`src/pkg/daau_params.svh`:
```
// register map, field positions, reset values and value limits of the aux logic/arith unit
`ifndef DAAU_PARAMS_SVH
`define DAAU_PARAMS_SVH

// apb address and data widths
`define DAAU_ADDR_W 8
`define DAAU_DATA_W 32
// signed hundredths of a percent: -32768.00 .. +32768.00 needs 23 bits, 24 kept
`define DAAU_VAL_W 24

// per-unit register offsets, unit n sits at n * stride
`define DAAU_UNIT_STRIDE 8'h10
`define DAAU_REG_IN1 2'h0
`define DAAU_REG_IN2 2'h1
`define DAAU_REG_CTRL 2'h2
`define DAAU_REG_OUT 2'h3
`define DAAU_NUM_UNITS 2

// control register fields
`define DAAU_CTRL_SW_BIT 0
`define DAAU_CTRL_MODE_LSB 1
`define DAAU_CTRL_MODE_MSB 3

// value limits in hundredths: +/-3276800
`define DAAU_VAL_MAX 24'sh320000
`define DAAU_VAL_MIN 24'shce0000
// boolean true is 1.00 %
`define DAAU_TRUE_VAL 24'sh000064
`define DAAU_FALSE_VAL 24'sh000000

// reset values
`define DAAU_RST_VAL 24'sh000000
`define DAAU_RST_MODE 3'h0

`endif

```
`src/pkg/daau_pkg.sv`:
```
// types shared by the aux logic/arith unit
package daau_pkg;
    typedef logic signed [23:0] daau_val_t;
    typedef enum logic [2:0] {
        DAAU_MODE_PASS = 3'h0,
        DAAU_MODE_INV = 3'h1,
        DAAU_MODE_AND = 3'h2,
        DAAU_MODE_OR = 3'h3,
        DAAU_MODE_NEG = 3'h4,
        DAAU_MODE_ABS = 3'h5,
        DAAU_MODE_CMP = 3'h6,
        DAAU_MODE_RSVD = 3'h7
    } daau_mode_t;
endpackage

```
`src/hdl/daau_top.sv`:
```
// two independent aux logic/arith units behind an apb register slave
//
// Our own choices: the register addresses and the APB interface to the registers.
`timescale 1ns/1ps
`include "daau_params.svh"

// one auxiliary function unit with its own input and control registers
module daau_unit
    import daau_pkg::*;
(
    input wire logic i_clk,
    input wire logic i_rst_n,
    input wire logic i_wr_in1,
    input wire logic i_wr_in2,
    input wire logic i_wr_ctrl,
    input daau_pkg::daau_val_t i_wval,
    input wire logic i_wsw,
    input wire logic [2:0] i_wmode,
    output daau_pkg::daau_val_t o_in1,
    output daau_pkg::daau_val_t o_in2,
    output logic o_sw,
    output logic [2:0] o_mode,
    output daau_pkg::daau_val_t o_out
);
    daau_val_t in1;
    daau_val_t in2;
    logic sw;
    logic [2:0] mode;
    daau_val_t out;
    daau_val_t next_out;
    daau_val_t result;

    // input registers, already clamped to range by the bus side
    always_ff @(posedge i_clk or negedge i_rst_n)
    begin
        if (!i_rst_n)
        begin
            in1 <= `DAAU_RST_VAL; // RL13
            in2 <= `DAAU_RST_VAL; // RL13
        end
        else
        begin
            if (i_wr_in1)
            begin
                in1 <= i_wval; // RL2
            end
            if (i_wr_in2)
            begin
                in2 <= i_wval; // RL2
            end
        end
    end

    // switch and operation select
    always_ff @(posedge i_clk or negedge i_rst_n)
    begin
        if (!i_rst_n)
        begin
            sw <= 1'b0; // RL13
            mode <= `DAAU_RST_MODE;
        end
        else if (i_wr_ctrl)
        begin
            sw <= i_wsw; // RL5
            mode <= i_wmode; // RL3
        end
    end

    // selected function; nonzero counts as true
    always_comb
    begin
        result = in1;
        case (daau_mode_t'(mode)) // RL3
            DAAU_MODE_PASS: result = in2; // RL6
            DAAU_MODE_INV: result = (in1 == 0) ? `DAAU_TRUE_VAL : `DAAU_FALSE_VAL; // RL7 RL14
            DAAU_MODE_AND: result = ((in1 != 0) && (in2 != 0)) ?
                `DAAU_TRUE_VAL : `DAAU_FALSE_VAL; // RL8 RL14
            DAAU_MODE_OR: result = ((in1 != 0) || (in2 != 0)) ?
                `DAAU_TRUE_VAL : `DAAU_FALSE_VAL; // RL9 RL14
            DAAU_MODE_NEG: result = -in1; // RL10
            DAAU_MODE_ABS: result = (in1 < 0) ? -in1 : in1; // RL11
            DAAU_MODE_CMP: result = (in1 > in2) ? `DAAU_TRUE_VAL : `DAAU_FALSE_VAL; // RL12
            default: result = in1; // RL15
        endcase
    end

    // switch off passes input 1 whatever the code
    always_comb
    begin
        next_out = sw ? result : in1; // RL4 RL5
    end

    // output refreshed every cycle so switch changes show on the next edge
    always_ff @(posedge i_clk or negedge i_rst_n)
    begin
        if (!i_rst_n)
        begin
            out <= `DAAU_RST_VAL; // RL13
        end
        else
        begin
            out <= next_out; // RL15
        end
    end

    assign o_in1 = in1;
    assign o_in2 = in2;
    assign o_sw = sw;
    assign o_mode = mode;
    assign o_out = out;
endmodule

// Function
// RL1: two independent units, own inputs and controls
// RL2: inputs signed hundredths, -32768.00 to 32768.00
// RL3: select code picks function zero to six
// RL4: switch off: output equals input one
// RL5: switch toggles output at run time
// RL6: code zero on: output is input two
// RL7: code one on: boolean complement of input one
// RL8: code two on: boolean and of inputs
// RL9: code three on: boolean or of inputs
// RL10: code four on: negate input one
// RL11: code five on: absolute value of input one
// RL12: code six on: one if input1 greater
// RL13: reset: switch off, inputs and output zero
// RL14: nonzero is true; results one or zero
// RL15: recompute each cycle; codes seven up pass
module daau_top
    import daau_pkg::*;
(
    input wire logic i_clk,
    input wire logic i_rst_n,
    input wire logic i_psel,
    input wire logic i_penable,
    input wire logic i_pwrite,
    input wire logic [7:0] i_paddr,
    input wire logic [31:0] i_pwdata,
    output logic [31:0] o_prdata,
    output logic o_pready,
    output logic o_pslverr,
    output daau_pkg::daau_val_t o_unit0_out,
    output daau_pkg::daau_val_t o_unit1_out
);
    logic rst_meta_n;
    logic rst_n;
    logic addr_ok;
    logic unit_sel;
    logic [1:0] reg_sel;
    logic wr_access;
    logic next_slverr;
    logic [31:0] next_rdata;
    logic [31:0] prdata;
    logic pslverr;
    daau_val_t wval;
    logic [`DAAU_NUM_UNITS-1:0] wr_in1;
    logic [`DAAU_NUM_UNITS-1:0] wr_in2;
    logic [`DAAU_NUM_UNITS-1:0] wr_ctrl;
    daau_val_t u_in1 [`DAAU_NUM_UNITS];
    daau_val_t u_in2 [`DAAU_NUM_UNITS];
    daau_val_t u_out [`DAAU_NUM_UNITS];
    logic u_sw [`DAAU_NUM_UNITS];
    logic [2:0] u_mode [`DAAU_NUM_UNITS];

    // reset released through two flops, asserted at once
    always_ff @(posedge i_clk or negedge i_rst_n)
    begin
        if (!i_rst_n)
        begin
            rst_meta_n <= 1'b0;
            rst_n <= 1'b0;
        end
        else
        begin
            rst_meta_n <= 1'b1;
            rst_n <= rst_meta_n;
        end
    end

    // address decode: two blocks of four aligned words
    assign addr_ok = (i_paddr[7:5] == 3'h0) && (i_paddr[1:0] == 2'h0);
    assign unit_sel = i_paddr[4];
    assign reg_sel = i_paddr[3:2];
    assign wr_access = i_psel && i_penable && i_pwrite && addr_ok && !pslverr;

    // writes beyond the percentage range are clamped, not wrapped
    always_comb
    begin
        if ($signed(i_pwdata) > 32'(`DAAU_VAL_MAX))
        begin
            wval = `DAAU_VAL_MAX; // RL2
        end
        else if ($signed(i_pwdata) < 32'(`DAAU_VAL_MIN))
        begin
            wval = `DAAU_VAL_MIN; // RL2
        end
        else
        begin
            wval = i_pwdata[23:0];
        end
    end

    // per-unit write strobes, taken at the access phase
    always_comb
    begin
        wr_in1 = '0;
        wr_in2 = '0;
        wr_ctrl = '0;
        if (wr_access)
        begin
            wr_in1[unit_sel] = (reg_sel == `DAAU_REG_IN1);
            wr_in2[unit_sel] = (reg_sel == `DAAU_REG_IN2);
            wr_ctrl[unit_sel] = (reg_sel == `DAAU_REG_CTRL);
        end
    end

    // two identical units, nothing shared but the bus
    genvar u;
    generate
        for (u = 0; u < `DAAU_NUM_UNITS; u++)
        begin : g_unit
            daau_unit u_daau_unit ( // RL1
                .i_clk(i_clk),
                .i_rst_n(rst_n),
                .i_wr_in1(wr_in1[u]),
                .i_wr_in2(wr_in2[u]),
                .i_wr_ctrl(wr_ctrl[u]),
                .i_wval(wval),
                .i_wsw(i_pwdata[`DAAU_CTRL_SW_BIT]),
                .i_wmode(i_pwdata[`DAAU_CTRL_MODE_MSB:`DAAU_CTRL_MODE_LSB]),
                .o_in1(u_in1[u]),
                .o_in2(u_in2[u]),
                .o_sw(u_sw[u]),
                .o_mode(u_mode[u]),
                .o_out(u_out[u])
            );
        end
    endgenerate

    // read mux and error flag, values sign-extended to the word
    always_comb
    begin
        next_rdata = 32'h00000000;
        next_slverr = !addr_ok || (i_pwrite && (reg_sel == `DAAU_REG_OUT));
        case (reg_sel)
            `DAAU_REG_IN1: next_rdata = 32'(u_in1[unit_sel]);
            `DAAU_REG_IN2: next_rdata = 32'(u_in2[unit_sel]);
            `DAAU_REG_CTRL: next_rdata = {28'h0000000, u_mode[unit_sel], u_sw[unit_sel]};
            `DAAU_REG_OUT: next_rdata = 32'(u_out[unit_sel]);
            default: next_rdata = 32'h00000000;
        endcase
        if (!addr_ok || i_pwrite)
        begin
            next_rdata = 32'h00000000;
        end
    end

    // answer captured in the setup cycle so data comes from flops
    always_ff @(posedge i_clk or negedge rst_n)
    begin
        if (!rst_n)
        begin
            prdata <= 32'h00000000;
            pslverr <= 1'b0;
        end
        else if (i_psel && !i_penable)
        begin
            prdata <= next_rdata;
            pslverr <= next_slverr;
        end
    end

    // zero wait states; error only shown in the access phase
    assign o_pready = 1'b1;
    assign o_prdata = prdata;
    assign o_pslverr = pslverr && i_psel && i_penable;
    assign o_unit0_out = u_out[0];
    assign o_unit1_out = u_out[1];
endmodule

```
`config.mk`:
```
export PLATFORM = sky130hd
export DESIGN_NAME = daau_top
export DESIGN_NICKNAME = d
export VERILOG_FILES = /design/src/pkg/daau_pkg.sv /design/src/hdl/daau_top.sv
export VERILOG_INCLUDE_DIRS = /design/src /design/src/pkg
export SDC_FILE = /design/constraint.sdc
export NUM_CORES = 1
export LEC_CHECK = 0
export ABC_CLOCK_PERIOD_IN_PS = 6100
export BUFFER_PORTS_ARGS = -buffer_cell sky130_fd_sc_hd__buf_2
export CAP_MARGIN = 20
export CORE_ASPECT_RATIO = 2
export CORE_MARGIN = 4
export CORE_UTILIZATION = 45
export DETAILED_ROUTE_END_ITERATION = 12
export RECOVER_POWER = 100
export SYNTH_ARGS = -nofsm -noshare
export SYNTH_HDL_FRONTEND = slang
export SYNTH_HIERARCHICAL = 1
export SYNTH_SLANG_ARGS = --single-unit
export TNS_END_PERCENT = 1
```
`constraint.sdc`:
```
create_clock -name i_clk -period 6.1 [get_ports i_clk]
set_clock_uncertainty 0.15 [all_clocks]
set_input_delay 0.305 -clock i_clk [delete_from_list [all_inputs] [get_ports i_clk]]
set_output_delay 0.305 -clock i_clk [all_outputs]
set_load 0.02 [all_outputs]
```
==> impl_metrics.py <==
metrics = {
    "status": {
        "status": "complete, but fails checks",
        "violations": "max-capacitance violations, max-slew violations",
    },
    "sta": {
        "fin_crit_ns": 4.26,
        "final-hold-violation-count": 0,
        "min_period_over_period_pct": 69.9,
        "fin_setup_tns_ns": 0,
        "hold_ws_ns": 0.0144,
        "rsz0062_at_grt": "false",
        "relSlewSlack_pct": -25.7,
        "max_freq_mhz": 235,
        "setup_violations": 0,
        "worstMarginPinSlew_ns": 1.89,
        "final-max-slew-violation-count": 109,
    },
    "routing": {
        "wl_met3_um": 2350,
        "top_layer": "met4",
        "dr.pass1.iters": 5,
        "dr.first_iter.drc_count": 904,
        "drcViolationCount": 0,
        "m1WireLength_um": 14800,
        "vias": 10100,
        "routed-wl-met2_um": 21100,
        "post_drt_wl_per_cell_um": 25.2,
        "viasPerCell": 6.23,
        "totalWireLength_um": 41000,
        "ant_nets": 0,
    },
    "min_path": {
        "hold_start": "i_paddr[6]",
        "hp-class": "in2reg",
        "hold_end": "pslverr",
        "hold_path_depth": 3,
    },
    "critical_path": {
        "r2r_cells": 6,
        "rr_endpoint": "g_unit[1].u_daau_unit/o_in2[1]",
        "required_ns": 6.28,
        "critPathArrivalTime_ns": 4.44,
        "worstSetupStartpointType": "primary input",
        "r2r_start": "pslverr",
        "critical_path_class": "in2reg",
        "reg2reg_setup_slack_ns": 2.05,
        "startpoint": "i_paddr[2]",
        "cp-end-kind": "register",
        "critical_path.max_fanout": 29,
    },
    "floorplan": {
        "rows": 81,
        "die_y_um": 230,
        "dieWidth_um": 119,
        "initial_core_util_pct": 45.6,
        "core_region_area_um2": 24400,
        "dieArea_um2": 27500,
        "pin_count": 127,
    },
    "yosys": {
        "synth-seq-cells": 179,
        "synth_area_leaders": "dfrtp_1, ha_1, nand2_1",
        "yosysWarnings": 6,
        "synth_ff_type": "dfrtp_1",
        "synth_top_cell_area_share_pct": 40.3,
        "synthArstFlopShare_pct": 100,
        "syn_avg_cell_area_um2": 9.33,
        "synth_seq_area_share_pct": 40.3,
        "mappedNetlistArea_um2": 11100,
        "synth-edff-count": 0,
        "synthDistinctLibCells": 70,
        "syn_inst": 1193,
        "synth_top_area_cell": "dfrtp_1",
    },
    "placed_design": {
        "placed_area_um2": 12000,
        "io_buffers": 125,
        "place.gp.congestion": 0.986,
        "dpl.hpwl_um": 30800,
        "dp.cells": 1590,
    },
    "run": {
        "cap_violations": 4,
    },
    "power_and_ir_drop": {
        "totalPowerFinal_mw": 2.60,
        "peakVddDrop_mv": 0.128,
        "leakagePower_nw": 5.70,
        "power_density_nw_per_um2": 210,
    },
    "clock_network": {
        "cts_tree": "built",
        "post_cts_resized": 0,
        "cts.path.max_buffers": 2,
        "clockRootBuffer": "clkbuf_16",
        "clock_latency_ns": 0.46,
        "clock_sinks": 179,
        "cts_max_level": 4,
        "cts_buffers": 17,
        "clkSlewWorstSetupHoldPaths_ns": 0.07,
    },
    "final_layout": {
        "diodes": 0,
        "nets": 1378,
        "finalInstanceArea_um2": 12400,
        "final_cells": 1626,
        "layout-drive-gt1-share_pct": 11.5,
        "area_delta_synth_final_pct": 11.0,
    },
    "global_route": {
        "antenna_found_initial": 0,
        "grt.total_usage_pct": 30.0,
        "grt_overflow": 0,
        "grt_max_degree": 178,
        "grt_first_pass_wirelength_um": 61800,
        "first_global_vias": 10300,
    },
}
-- metal layers --
metal / GRT usage, % / vias up
li1: - / 4566
met5: 0 / -
met3: 4.31 / 152
met2: 52.9 / 449
met4: 19.3 / 0
met1: 33.3 / 4959
-- cell usage in the layout, fill, tap and decap left out, types with 12 or more instances in the layout --
| cell type | count |
|---|---|
| clkbuf_16 | 17 |
| inv_1 | 66 |
| buf_2 | 42 |
| o2bb2ai_1 | 42 |
| dfrtp_1 | 178 |
| ha_1 | 52 |
| nand4_1 | 12 |
| mux2_2 | 46 |
| a22oi_1 | 40 |
| a21oi_1 | 28 |
| clkbuf_1 | 92 |
| nor2_1 | 57 |
| o21ai_0 | 132 |
| nor3_1 | 26 |
| nor2b_1 | 12 |
| a221o_1 | 14 |
| nor4_1 | 23 |
| mux2i_1 | 52 |
| nor3b_1 | 16 |
| nand2_1 | 151 |
-- Yosys cell counts, types with 13 or more instances --
library cell and count:
a21oi_1 28, a221o_1 14, a22oi_1 40, buf_4 13, clkbuf_1 44, dfrtp_1 179, ha_1 52, inv_1 66
mux2_2 46, mux2i_1 52, nand2_1 151, nor2_1 57, nor3_1 22, nor3b_1 16, nor4_1 23, o21ai_0 113
o21ai_1 27, o2bb2ai_1 42
-- final cells by class --
class | instances | area (um^2)
fillers | 2404 | 12100
well taps | 332 | 415
inverters | 67 | 251
multi-input cells | 871 | 5950
clock inverters | 10 | 98.8
flip-flops and latches | 179 | 4480
repair buffers | 145 | 661
clock buffers | 22 | 494
-- timing repair --
item	4_1_cts	5_1_grt
endpoints found under the hold margin	6	0
buffers inserted	0	0
hold buffers	4	0
-- critical path, stage by stage --
cell and delay (ns):
clkbuf_1 1.18, clkbuf_1 1.44, nor2_1 0.36, clkbuf_1 0.45, o2bb2ai_1 0.23, a22oi_1 0.30, o21ai_0 0.12
-- kinds of logic after synthesis --
group | Yosys count | share of synthesized area (%)
AOI/OAI and AO/OA | 338 | 20.3
xor gates and xnor gates | 10 | 0.787
adders and majority gates | 52 | 5.85
buffers and inverters | 144 | 5.67
DFF | 179 | 40.3
muxes | 98 | 9.33
other | 1 | 0.0337
and+or+nand+nor | 371 | 17.8
-- power breakdown --
part	switching (mW)	internal, mW
registers	0.0234	1.21
logic	0.170	0.0755
clock network	0.504	0.618
-- worst max path at each step --
stage,to,slack [ns]
after floorplan,g_unit[0].u_daau_unit/o_in1[0],0.59
after global placement,g_unit[1].u_daau_unit/o_in2[1],2.83
after detailed placement,g_unit[1].u_daau_unit/o_in2[1],2.80
after CTS,g_unit[1].u_daau_unit/o_in1[10],2.90
after global routing,o_prdata[7],1.75
final,o_prdata[7],1.84
-- stage by stage --
stage          setup WS [ns]  utilization, %
5_1_grt                 1.75            50.6
3_3_place_gp            2.83            49.0
4_1_cts                 2.90            51.5
3_5_place_dp            2.80            49.0
6_report                1.84            50.6
2_1_floorplan          0.593               -
-- flip-flops by register name, indices dropped and copies added, names as in the netlist --
signal                     count
g_unit.u_daau_unit/o_mode      6
g_unit.u_daau_unit/o_sw        2
rst_n                          1
g_unit.u_daau_unit/o_in2      48
g_unit.u_daau_unit/o_in1      48
g_unit.u_daau_unit/o_out      48
o_prdata                      24
pslverr                        1
rst_meta_n                     1
Power figures use the tool's default switching activity.
